**src/logic/pba_pkg.sv**
```systemverilog
package pba_pkg;
	// register indices on the plain register port
	localparam logic [1:0] ADDR_PRIO_ONE = 2'h0;
	localparam logic [1:0] ADDR_PRIO_EXT = 2'h1;
	localparam logic [1:0] ADDR_SLOT_SEL = 2'h2;
	localparam logic [1:0] ADDR_GEN_CTL = 2'h3;
	// reset values
	localparam logic [7:0] RST_PRIO_ONE = 8'h00e0;
	localparam logic [7:0] RST_PRIO_EXT = 8'h0001;
	localparam logic [7:0] RST_SLOT_SEL = 8'h0000;
	localparam logic [7:0] RST_GEN_CTL = 8'h0080;
	// field positions
	localparam int ROT_EN_LO = 5;
	localparam int FPMOD_LO = 3;
	localparam int PFIX_LO = 0;
	localparam int HOLD_BIT = 4;
	localparam int L2ROT_BIT = 0;
	localparam int GAT_BIT = 7;
	localparam int ATO_LO = 3;
	localparam int ATO_EN_BIT = 2;
	localparam int PARK_BIT = 1;
	localparam int LOCK_BIT = 0;
	// timeout limits in clocks
	localparam logic [5:0] ATO_16 = 6'h10;
	localparam logic [5:0] ATO_4 = 6'h04;
	localparam logic [5:0] ATO_8 = 6'h08;
	localparam logic [5:0] ATO_32 = 6'h20;
	// requester numbering
	localparam int NREQ = 7;
	localparam logic [2:0] M_IDE = 3'h0;
	localparam logic [2:0] M_ISA = 3'h1;
	localparam logic [2:0] M_EXT0 = 3'h2;
	localparam logic [2:0] M_EXT1 = 3'h3;
	localparam logic [2:0] M_EXT2 = 3'h4;
	localparam logic [2:0] M_HOST = 3'h5;
	localparam logic [2:0] M_EXT3 = 3'h6;
	typedef enum logic [1:0] {
		ST_IDLE = 2'b00,
		ST_WAIT = 2'b01,
		ST_BUSY = 2'b10
	} pba_state_type;
	typedef struct packed {
		logic [7:0] prio_one;
		logic [7:0] prio_ext;
		logic [7:0] slot_sel;
		logic [7:0] gen_ctl;
	} pba_regs_type;
endpackage : pba_pkg

```
**src/logic/pba_arbiter.sv**
```systemverilog
// The register offsets and strobed register access were left to the implementer.
`timescale 1ns/1ps
`default_nettype none
module pba_arbiter #(
	parameter int NUM_REQ = 7
) (
	// clock and reset
	input wire logic clk,
	input wire logic rst_b,
	// register port
	input wire logic [1:0] reg_addr,
	input wire logic [7:0] reg_wdata,
	input wire logic reg_wr,
	input wire logic reg_rd,
	output logic [7:0] reg_rdata,
	// pci request pins, frame, lock and flush strap
	input wire logic ide_master_request_n,
	input wire logic isa_bridge_request_n,
	input wire logic host_request_n,
	input wire logic ext_master0_request_n,
	input wire logic ext_master1_request_n,
	input wire logic ext_master2_request_n,
	input wire logic ext_master3_request_n,
	input wire logic frame_n,
	input wire logic lock_n,
	input wire logic flush_strap_n,
	// grants and status
	output logic [6:0] grant_n,
	output logic host_grant_n,
	output logic bus_locked,
	output logic flush_enable,
	output logic grant_frame_timeout
);
	// bank wiring below is written for exactly seven requesters
	if (NUM_REQ != pba_pkg::NREQ) begin : g_bad_num_req
		$error("pba_arbiter serves exactly seven requesters");
	end

	pba_pkg::pba_regs_type regs_q;
	pba_pkg::pba_state_type state_q;
	logic [6:0] req_s1_q, req_q;
	logic [2:0] misc_s1_q, misc_q;
	logic frame_q, lock_q, strap_q;
	logic [2:0] owner_q, owner_d;
	logic [2:0] bank_rot_q;
	logic [2:0] slot_q;
	logic [5:0] ato_cnt_q;
	logic [5:0] ato_lim;
	logic [1:0] settle_q;
	logic strap_low_q;
	logic any_req, win_valid, timeout_hit;
	logic bank1_winner, bank2_winner, bank3_winner;
	logic [3:0] bank_req;
	logic [1:0] scheme, win_bank;
	logic [2:0] bank_pick [4];
	logic [2:0] pfix_eff, rot_en;

	// two-stage sync of all pin inputs
	always_ff @(posedge clk) begin
		if (!rst_b) begin
			req_s1_q <= 7'h0000;
			req_q <= 7'h0000;
			misc_s1_q <= 3'h0000;
			misc_q <= 3'h0000;
		end else begin
			req_s1_q <= ~{ext_master3_request_n, host_request_n,
				ext_master2_request_n, ext_master1_request_n,
				ext_master0_request_n, isa_bridge_request_n,
				ide_master_request_n};
			req_q <= req_s1_q;
			misc_s1_q <= ~{frame_n, lock_n, flush_strap_n};
			misc_q <= misc_s1_q;
		end
	end
	assign frame_q = misc_q[2];
	assign lock_q = misc_q[1];
	assign strap_q = misc_q[0];

	// register writes
	always_ff @(posedge clk) begin
		if (!rst_b) begin
			regs_q.prio_one <= pba_pkg::RST_PRIO_ONE;
			regs_q.prio_ext <= pba_pkg::RST_PRIO_EXT;
			regs_q.slot_sel <= pba_pkg::RST_SLOT_SEL;
			regs_q.gen_ctl <= pba_pkg::RST_GEN_CTL;
		end else if (reg_wr) begin
			unique case (reg_addr)
				pba_pkg::ADDR_PRIO_ONE: regs_q.prio_one <= reg_wdata;
				pba_pkg::ADDR_PRIO_EXT: regs_q.prio_ext <= reg_wdata;
				pba_pkg::ADDR_SLOT_SEL: regs_q.slot_sel <= reg_wdata;
				pba_pkg::ADDR_GEN_CTL: regs_q.gen_ctl <= reg_wdata;
			endcase
		end
	end

	// read data one cycle after the strobe
	always_ff @(posedge clk) begin
		if (!rst_b) begin
			reg_rdata <= 8'h0000;
		end else if (reg_rd) begin
			unique case (reg_addr)
				pba_pkg::ADDR_PRIO_ONE: reg_rdata <= regs_q.prio_one;
				pba_pkg::ADDR_PRIO_EXT: reg_rdata <= regs_q.prio_ext;
				pba_pkg::ADDR_SLOT_SEL: reg_rdata <= regs_q.slot_sel;
				pba_pkg::ADDR_GEN_CTL: reg_rdata <= regs_q.gen_ctl;
			endcase
		end else begin
			reg_rdata <= 8'h0000;
		end
	end

	// strap read only once the sync chain holds real pin values;
	// the flops still carry their reset zeros for two edges
	always_ff @(posedge clk) begin
		if (!rst_b) begin
			settle_q <= 2'b00;
		end else if (!settle_q[1]) begin
			settle_q <= settle_q + 2'b01;
		end
	end

	// a strap seen low after reset sticks until the next reset
	always_ff @(posedge clk) begin
		if (!rst_b) begin
			strap_low_q <= 1'b0;
			flush_enable <= 1'b0;
		end else begin
			strap_low_q <= strap_low_q | (settle_q[1] & strap_q);
			flush_enable <= settle_q[1] & ~strap_low_q & ~strap_q &
				regs_q.gen_ctl[pba_pkg::GAT_BIT];
		end
	end

	// level-1 banks: bank 0 is ide alone, its controls tied to zero
	assign pfix_eff = regs_q.prio_one[pba_pkg::PFIX_LO +: 3];
	assign rot_en = regs_q.prio_one[pba_pkg::ROT_EN_LO +: 3];
	assign bank_pick[0] = pba_pkg::M_IDE;

	// bank 1: isa bridge over external master 0
	pba_pair_pick #(
		.UP_ID(pba_pkg::M_ISA),
		.LO_ID(pba_pkg::M_EXT0)
	) pba_pair_pick_bank1_i (
		.up_req(req_q[pba_pkg::M_ISA]),
		.lo_req(req_q[pba_pkg::M_EXT0]),
		.lo_first(pfix_eff[0] ^ bank_rot_q[0]),
		.pick(bank_pick[1])
	);

	// bank 2: external master 1 over external master 2
	pba_pair_pick #(
		.UP_ID(pba_pkg::M_EXT1),
		.LO_ID(pba_pkg::M_EXT2)
	) pba_pair_pick_bank2_i (
		.up_req(req_q[pba_pkg::M_EXT1]),
		.lo_req(req_q[pba_pkg::M_EXT2]),
		.lo_first(pfix_eff[1] ^ bank_rot_q[1]),
		.pick(bank_pick[2])
	);

	// bank 3: host over external master 3
	pba_pair_pick #(
		.UP_ID(pba_pkg::M_HOST),
		.LO_ID(pba_pkg::M_EXT3)
	) pba_pair_pick_bank3_i (
		.up_req(req_q[pba_pkg::M_HOST]),
		.lo_req(req_q[pba_pkg::M_EXT3]),
		.lo_first(pfix_eff[2] ^ bank_rot_q[2]),
		.pick(bank_pick[3])
	);
	assign bank1_winner = req_q[pba_pkg::M_ISA] | req_q[pba_pkg::M_EXT0];
	assign bank2_winner = req_q[pba_pkg::M_EXT1] | req_q[pba_pkg::M_EXT2];
	assign bank3_winner = req_q[pba_pkg::M_HOST] | req_q[pba_pkg::M_EXT3];
	assign bank_req = {bank3_winner, bank2_winner, bank1_winner,
		req_q[pba_pkg::M_IDE]};

	// level-2 scheme: fixed code, or eight-slot round robin
	always_comb begin
		if (!regs_q.prio_ext[pba_pkg::L2ROT_BIT])
			scheme = regs_q.prio_one[pba_pkg::FPMOD_LO +: 2];
		else if (!slot_q[2])
			scheme = slot_q[1:0];
		else
			scheme = regs_q.slot_sel[2 * slot_q[1:0] +: 2];
	end

	// scheme n starts at bank n and wraps upward
	always_comb begin
		win_bank = scheme;
		win_valid = 1'b0;
		for (int i = 3; i >= 0; i--) begin
			if (bank_req[2'(scheme + 2'(i))]) begin
				win_bank = 2'(scheme + 2'(i));
				win_valid = 1'b1;
			end
		end
	end
	assign any_req = win_valid;

	// timeout limit and expiry
	always_comb begin
		unique case (regs_q.gen_ctl[pba_pkg::ATO_LO +: 2])
			2'b00: ato_lim = pba_pkg::ATO_16;
			2'b01: ato_lim = pba_pkg::ATO_4;
			2'b10: ato_lim = pba_pkg::ATO_8;
			2'b11: ato_lim = pba_pkg::ATO_32;
		endcase
	end
	assign timeout_hit = regs_q.gen_ctl[pba_pkg::ATO_EN_BIT] &&
		state_q == pba_pkg::ST_WAIT && ato_cnt_q >= ato_lim;

	// next owner; bus stays with a locked or active owner
	always_comb begin
		owner_d = owner_q;
		if (timeout_hit || state_q != pba_pkg::ST_BUSY) begin
			if (any_req &&
				!(timeout_hit && bank_pick[win_bank] == owner_q))
				owner_d = bank_pick[win_bank];
			else if (!regs_q.gen_ctl[pba_pkg::PARK_BIT])
				owner_d = pba_pkg::M_HOST;
		end
		if (owner_q == pba_pkg::M_HOST && req_q[pba_pkg::M_HOST] &&
			regs_q.prio_ext[pba_pkg::HOLD_BIT])
			owner_d = pba_pkg::M_HOST;
		else if (owner_q == pba_pkg::M_HOST && state_q == pba_pkg::ST_WAIT &&
			(req_q & ~(7'h0001 << pba_pkg::M_HOST)) != 7'h0000 && any_req)
			owner_d = bank_pick[win_bank];
		if (bus_locked)
			owner_d = owner_q;
	end

	// grant state; busy from frame until bus goes idle
	always_ff @(posedge clk) begin
		if (!rst_b) begin
			state_q <= pba_pkg::ST_IDLE;
			owner_q <= pba_pkg::M_HOST;
			ato_cnt_q <= 6'h0000;
			grant_frame_timeout <= 1'b0;
		end else begin
			owner_q <= owner_d;
			grant_frame_timeout <= timeout_hit;
			unique case (state_q)
				pba_pkg::ST_IDLE: begin
					ato_cnt_q <= 6'h0000;
					if (any_req)
						state_q <= pba_pkg::ST_WAIT;
				end
				pba_pkg::ST_WAIT: begin
					ato_cnt_q <= ato_cnt_q + 6'h0001;
					if (frame_q)
						state_q <= pba_pkg::ST_BUSY;
					else if (timeout_hit || owner_d != owner_q)
						ato_cnt_q <= 6'h0000;
					else if (!req_q[owner_q])
						state_q <= pba_pkg::ST_IDLE;
				end
				pba_pkg::ST_BUSY: begin
					ato_cnt_q <= 6'h0000;
					if (!frame_q && !bus_locked)
						state_q <= any_req ? pba_pkg::ST_WAIT
							: pba_pkg::ST_IDLE;
				end
				default: state_q <= pba_pkg::ST_IDLE;
			endcase
		end
	end

	// lock follows frame start while enabled
	always_ff @(posedge clk) begin
		if (!rst_b) begin
			bus_locked <= 1'b0;
		end else if (!regs_q.gen_ctl[pba_pkg::LOCK_BIT]) begin
			bus_locked <= 1'b0;
		end else if (state_q == pba_pkg::ST_BUSY && lock_q) begin
			bus_locked <= 1'b1;
		end else if (!lock_q && !frame_q) begin
			bus_locked <= 1'b0;
		end
	end

	// rotation: bank priority toggles when its winner starts a frame
	always_ff @(posedge clk) begin
		if (!rst_b) begin
			bank_rot_q <= 3'h0000;
			slot_q <= 3'h0000;
		end else if (state_q == pba_pkg::ST_WAIT && frame_q) begin
			slot_q <= slot_q + 3'h0001;
			for (int b = 1; b <= 3; b++) begin
				if (rot_en[b - 1] && bank_pick[b] == owner_q &&
					bank_req[b])
					bank_rot_q[b - 1] <= ~bank_rot_q[b - 1];
				else if (!rot_en[b - 1])
					bank_rot_q[b - 1] <= 1'b0;
			end
		end
	end

	// grants from flops, one active at a time
	always_ff @(posedge clk) begin
		if (!rst_b) begin
			grant_n <= 7'h007f;
			host_grant_n <= 1'b1;
		end else begin
			grant_n <= ~(7'h0001 << owner_d);
			host_grant_n <= owner_d != pba_pkg::M_HOST;
		end
	end
endmodule : pba_arbiter

// one level-1 pair; lo_first hands priority to the lower-listed line
module pba_pair_pick #(
	parameter logic [2:0] UP_ID = pba_pkg::M_ISA,
	parameter logic [2:0] LO_ID = pba_pkg::M_EXT0
) (
	// requests of the pair
	input wire logic up_req,
	input wire logic lo_req,
	// priority control
	input wire logic lo_first,
	// chosen requester
	output logic [2:0] pick
);
	// with neither line asking the pick is ignored upstream
	always_comb begin
		if (lo_first ? (lo_req || !up_req) : !up_req)
			pick = LO_ID;
		else
			pick = UP_ID;
	end
endmodule : pba_pair_pick
`default_nettype wire

```
**config.mk**
```make
export PLATFORM = sky130hd
export DESIGN_NAME = pba_arbiter
export DESIGN_NICKNAME = d
export VERILOG_FILES = /design/src/logic/pba_pkg.sv /design/src/logic/pba_arbiter.sv
export SDC_FILE = /design/constraint.sdc
export NUM_CORES = 1
export LEC_CHECK = 0
export ABC_AREA = 1
export BUFFER_PORTS_ARGS = -buffer_cell sky130_fd_sc_hd__buf_2
export CORE_UTILIZATION = 57
export DETAILED_ROUTE_END_ITERATION = 8
export PLACE_DENSITY_LB_ADDON = 0.1
export SLEW_MARGIN = 10
export SYNTH_ARGS = -nofsm -noshare
export SYNTH_HDL_FRONTEND = slang
export SYNTH_SLANG_ARGS = --single-unit
```
**constraint.sdc**
```tcl
create_clock -name clk -period 3.3 [get_ports clk]
set_clock_uncertainty 0.2 [all_clocks]
set_input_delay 0.165 -clock clk [delete_from_list [all_inputs] [get_ports clk]]
set_output_delay 0.165 -clock clk [all_outputs]
set_load 0.005 [all_outputs]
```
==> results of run 1 <==
## critical path, delay by kind of cell (launching register included)
family                 cells  cell delay [ns]
buffers and inverters      1             0.14
DFF                        1             0.38
and+or+nand+nor           26             2.26
AOI/OAI and AO/OA          3             0.58
## logic make-up (layout without fill, tap and decap cells)
| family | count (synthesis) | count (layout) | synth area share [%] |
|---|---|---|---|
| and+or+nand+nor | 305 | 305 | 30.9 |
| AOI/OAI and AO/OA | 114 | 114 | 15.5 |
| buffers and inverters | 94 | 171 | 8.58 |
| DFF | 90 | 90 | 42.7 |
| adders and majority gates | 7 | 7 | 2.08 |
| muxes | 1 | 1 | 0.237 |
## where the power goes
| part | switching [mW] | internal, mW | leakage (nW) |
|---|---|---|---|
| clock | 0.448 | 0.373 | 0.110 |
| combinational | 0.395 | 0.240 | 1.54 |
| sequential | 0.0599 | 1.15 | 0.741 |
## state kept, by name (all words and copies together) (netlist names), 3 cells and up
name and count:
req_s1_q 7, req_q 7, grant_n 6, reg_rdata 8
owner_q 3, pfix_eff 3, misc_s1_q 3, bank_rot_q 3
ato_cnt_q 6, misc_q 3, slot_q 3, regs_q 29
## layout make-up
type	instances	area [um2]
fill	561	1700
clock buffer	9	124
tap	96	120
sequential	90	1820
timing repair buffer	76	524
clock inverter	7	92.6
multi-input combinational	427	2310
inverter	79	299
## metrics by stage
step | setup WS (ns) | hold slack (ns) | instances | setup TNS [ns]
after floorplan | 0.377 | 0.0374 | 611 | 0
after global placement | 0.0385 | 0.121 | 738 | 0
after detailed placement | -0.142 | 0.123 | 738 | -1.27
after CTS | -0.0839 | 0.0929 | 779 | -0.506
after global routing | -0.552 | 0.136 | 784 | -8.06
final | -0.317 | 0.0999 | 784 | -4.06
## per-layer routing
layer	wire, um	part of all wire [%]
met4	197	1.7
met5	0	0
met3	711	6.3
met1	5040	45
met2	5330	47
## how the worst max path moves through the flow
stage               slack, ns      endpoint  cells past startpoint  startpoint
floorplan                0.38    grant_n[0]                     29   slot_q[1]
global placement         0.04    grant_n[0]                     27   slot_q[0]
detailed placement      -0.14    grant_n[2]                     28   slot_q[0]
CTS                     -0.08  ato_cnt_q[4]                     30  regs_q[13]
global route            -0.55  ato_cnt_q[5]                     30   slot_q[0]
finish                  -0.32  ato_cnt_q[1]                     30   slot_q[0]
## cell usage in the layout, fill, tap and decap left out, drive strengths merged, types with 6 or more instances in the layout
cell type / Yosys / routed
clkbuf: 12 / 9
buf: 3 / 54
nand3: 51 / 51
dlygate4sd3: 0 / 22
nand2: 148 / 148
nor3: 6 / 6
o21ai: 51 / 51
nor2: 91 / 91
a21oi: 42 / 42
inv: 75 / 81
ha: 7 / 7
dfxtp: 90 / 90
## repair_timing
item,4_1_cts,5_1_grt
hold buffers,22,0
hold endpoints to repair,47,0
setup buffers,3,5
resized for setup,31,48
pin swaps,10,15
setup endpoints to repair,15,17
==> qor.csv, run 1 <==
metric,value,unit
status,finished with violations,
violations,setup timing,
avgRoutedWirePerCell,14.4,um
ys.flop_type,dfxtp_1,
worstPathArrival,3.73,ns
synth.cell_area,4220,um2
grt_max_degree,50,
cellPowerDensity,505,nW/um2
rsz0062_at_grt,true,
synth.most_common_cell,nand2_1,
required,3.41,ns
postLayoutCoreUtil,75.7,%
ys_ff_latch,90,
start_util,60.4,%
synth_top_cell_by_area,dfxtp_1,
setup_ws,-0.317,ns
core-area,6980,um2
synth_fp_nets,642,
cts_buffer_depth,2,
synth_area_leaders,"dfxtp_1 (43%), nand2_1 (12%), nor2_1 (7.7%)",
n_antenna_cell,0,
cts_sinks,90,
crit_top_cell,nand2_2,
critPathKind,reg2reg,
rows,30,
cts.htree.levels,3,
ir_drop,0.428,mV
placed_area,4510,um2
grt.total_usage,30.2,%
io_buffers,42,
endpoint_kind,register,
gr-usage-met3,5.37,%
clk-insertion-delay-late,0.37,ns
r2r-start,slot_q[0],
worstRegToRegCells,30,
synthArstFlopShare,0,%
worst_slew_pin_slew,0.656,ns
whs_path_depth,3,
crit_path_max_fanout,6,
cts_tree,done,
maxSlewViolCount,0,
die_y,88.0,um
grt_overflow,0,
ys_types,38,
max_freq,276,MHz
vias_per_cell,5.44,
p_leak,2.39,nW
layout.nets,714,
period_needed,3.62,ns
area_growth,25.3,%
io_pins,43,
top_usage_layer,met2,
antenna_found_initial,0,
cpMaxStageDelayCell,dfxtp_4,
root_buffer,clkbuf_8,
cap_viol_max_count,0,
grt_pass1_vias,3904,
routed_wl,11300,um
route.vias.total,4264,
slew-limit-headroom,56.1,%
drc,0,
place_hpwl,7680,um
critPathMaxStageDelay,0.38,ns
finalSetupViolations,16,
hold_violations,0,
met1_usage,39.4,%
min_from,rst_b,
ys_warn_count,0,
rr_endpoint,ato_cnt_q[1],
grt_pass1_wl,18000,um
cts_inserted_buffers,9,
syn_inst,611,
min_to,owner_q[0],
synth_top_area_share,42.7,%
use_met2,50.5,%
fin_area,5280,um2
syn_avg_cell_area,6.90,um2
period_share,110,%
drt-initial-drc-count,375,
synth_commonest_cells,"nand2_1 (139), dfxtp_1 (90), nor2_1 (87)",
synth_edf_count,0,
r2r_slack,-0.32,ns
path_clk_slew,0.10,ns
finalPower,2.67,mW
startpoint_type,register,
drt.antenna.violating_nets,0,
hp-class,in2reg,
drive_gt1_share,22.7,%
dieArea,7750,um2
die_w,88.0,um
ys_seq_area_share,42.7,%
dr.pass1.iters,5,
place_congestion,0.900,
Note: power is estimated with default switching activity, not from simulation.
==> run 2, diff against run 1 <==
- CORE_UTILIZATION: 57 -> 55
- CTS_CLUSTER_SIZE: not set -> 25
- SLEW_MARGIN: 10 -> not set
==> run 2 against run 1 <==
Effect of this change:
- the flow still finishes with violations (setup timing)
- routed wire length fell by 2.1%
- cell count rose by 0.13%
- critical endpoint is now ato_cnt_q[2]
- die area increased by 3.6%
- clock power shrank 7.2%
- sequential power about the same
- first-iteration DRC count shrank 4.5%
==> qor.csv, run 2 (synthesis results as in run 1) <==
metric,value,unit,change
min_from,reg_addr[1],,
top_regs,"regs_q: 29 flops, reg_rdata: 8 flops",,
p_leak,2.38,nW,-0.45%
crit_start,regs_q[14],,
die_w,89.6,um,+1.8%
clkPwrFrac,29.6,%,-1.2 points
dp_cells,740,,+0.27%
maxSlewViolCount,0,,unchanged
hp-class,in2reg,,
r2r-start,regs_q[14],,
switching_share,34.1,%,+0.27 points
worst_slew_pin_slew,0.798,ns,+0.142 ns
n_antenna_cell,0,,unchanged
finalSetupViolations,14,,-2
net-switching-power,0.878,mW,-2.8%
cellPowerDensity,491,nW/um2,-2.8%
finalPower,2.57,mW,-3.5%
antenna_found_initial,0,,unchanged
clk-insertion-delay-late,0.37,ns,about the same
die_y,89.6,um,+1.8%
multi_input_area,2290,um2,-0.65%
root_buffer,clkbuf_8,,
place_hpwl,7550,um,-1.8%
place_congestion,0.917,,+1.8%
max_freq,287,MHz,+3.7%
rows,31,,+3.3%
routed_wl,11000,um,-2.1%
postLayoutCoreUtil,71.5,%,-4.2 points
p_seq_share,46.9,%,+1.5 points
p_comb_share,23.5,%,-0.3 points
vias_per_cell,5.48,,+0.72%
period_share,106,%,-3.9 points
power.internal,1.70,mW,-3.9%
drt.antenna.violating_nets,0,,unchanged
setup_ws,-0.189,ns,+0.129 ns
cts_inserted_buffers,9,,unchanged
cts.htree.levels,3,,unchanged
worstRegToRegCells,32,,+6.7%
grt_overflow,0,,unchanged
drc,0,,unchanged
critPathMaxStageDelay,0.43,ns,+0.05 ns
grt.total_usage,28.6,%,-1.6 points
regArea,1820,um2,about the same
final_cells,785,,+0.13%
cts_tree,done,,
drive_gt1_share,23.6,%,+0.94 points
io_buffers,42,,unchanged
regMostFlops,regs_q,,
grt_max_degree,50,,unchanged
fillers,604,,+7.7%
worstPathArrival,3.60,ns,-0.13 ns
period_needed,3.49,ns,-0.129 ns
slew-limit-headroom,46.8,%,-9.3 points
crit_top_cell,nand2_2,,
status,finished with violations,,
path_clk_slew,0.10,ns,about the same
dieArea,8020,um2,+3.6%
whs_path_depth,4,,+1
core-area,7330,um2,+5.0%
dr.pass1.iters,6,,+1
grt_pass1_vias,3748,,-4.0%
crit_path_max_fanout,8,,+2
grt_pass1_wl,17300,um,-4.3%
start_util,57.5,%,-2.9 points
cts_buffer_depth,2,,unchanged
endpoint_kind,register,,
avgRoutedWirePerCell,14.1,um,-2.2%
cpMaxStageDelayCell,dfxtp_1,,
route.vias.total,4300,,+0.84%
hold_violations,0,,unchanged
final_common_cell,nand2_1,,
drt-initial-drc-count,358,,-4.5%
largest_reg_flops,29,,unchanged
cap_viol_max_count,0,,unchanged
required,3.41,ns,about the same
ir_drop,0.296,mV,-31%
critPathKind,reg2reg,,
violations,setup timing,,
rsz0062_at_grt,true,,
startpoint_type,register,,
cts_sinks,90,,unchanged
io_pins,43,,unchanged
layout_common_cells,"nand2_1 (110), dfxtp_1 (85), nor2_1 (76)",,
area_growth,24.3,%,
layout.nets,712,,-0.28%
## run 2: critical path: cells and delay by family (launching register included)
| kind | cells | cell delay [ns] |
|---|---|---|
| and+or+nand+nor | 30 | 2.55 |
| DFF | 1 | 0.43 |
| AOI/OAI and AO/OA | 1 | 0.13 |
| buffers and inverters | 1 | 0.10 |
## run 2: power by group through the flow
stage / Sequential [mW] / Clock [mW] / Combinational (mW)
6_report: 1.21 / 0.762 / 0.604
5_1_grt: 1.22 / 0.823 / 0.676
4_1_cts: 1.21 / 0.777 / 0.510
3_5_place_dp: 1.23 / 0 / 0.471
3_3_place_gp: 1.23 / 0 / 0.462
2_1_floorplan: 1.21 / 0 / 0.364
## run 2: path summary, 6_finish.rpt
path,slack (ns),to
worst max-delay path,-0.19,ato_cnt_q[2]
worst min-delay path,0.03,reg_rdata[3]
worst max register to register,-0.19,ato_cnt_q[2]
worst min register to register,0.22,flush_enable
## run 2: area by class of cell
cell class | instances | area share [%]
multi-input cells | 427 | 43.7
flip-flops and latches | 90 | 34.7
repair buffers | 74 | 9.60
inverters | 79 | 5.75
clock buffers | 10 | 2.63
well taps | 99 | 2.36
clock inverters | 6 | 1.24
## run 2: timing repair
| action | in CTS | in global routing |
|---|---|---|
| pin swaps | 4 | 34 |
| setup buffers | 3 | 5 |
| endpoints found under the setup margin | 12 | 17 |
| hold buffers | 21 | 0 |
| cloned | 0 | 0 |
| resized for setup | 18 | 65 |
| endpoints found under the hold margin | 47 | 0 |
## run 2: routing by layer
metal / track usage [%] / share of wire, % / vias to the layer above
li1: - / - / 2121
met1: 36.8 / 44 / 1982
met2: 45.3 / 46 / 168
met3: 7.39 / 7.2 / 29
met4: 12.3 / 2.9 / 0
met5: 0 / 0 / -
## run 2: through the flow
step	TNS, ns	area, um2	worst slack [ns]	hold WS, ns
2_1_floorplan	0	4220	0.377	0.0374
3_3_place_gp	0	4510	0.0148	0.120
3_5_place_dp	-0.810	4510	-0.129	0.122
4_1_cts	0	4990	0.00211	0.00257
5_1_grt	-6.49	5240	-0.505	0.0160
6_report	-1.58	5240	-0.189	0.0251
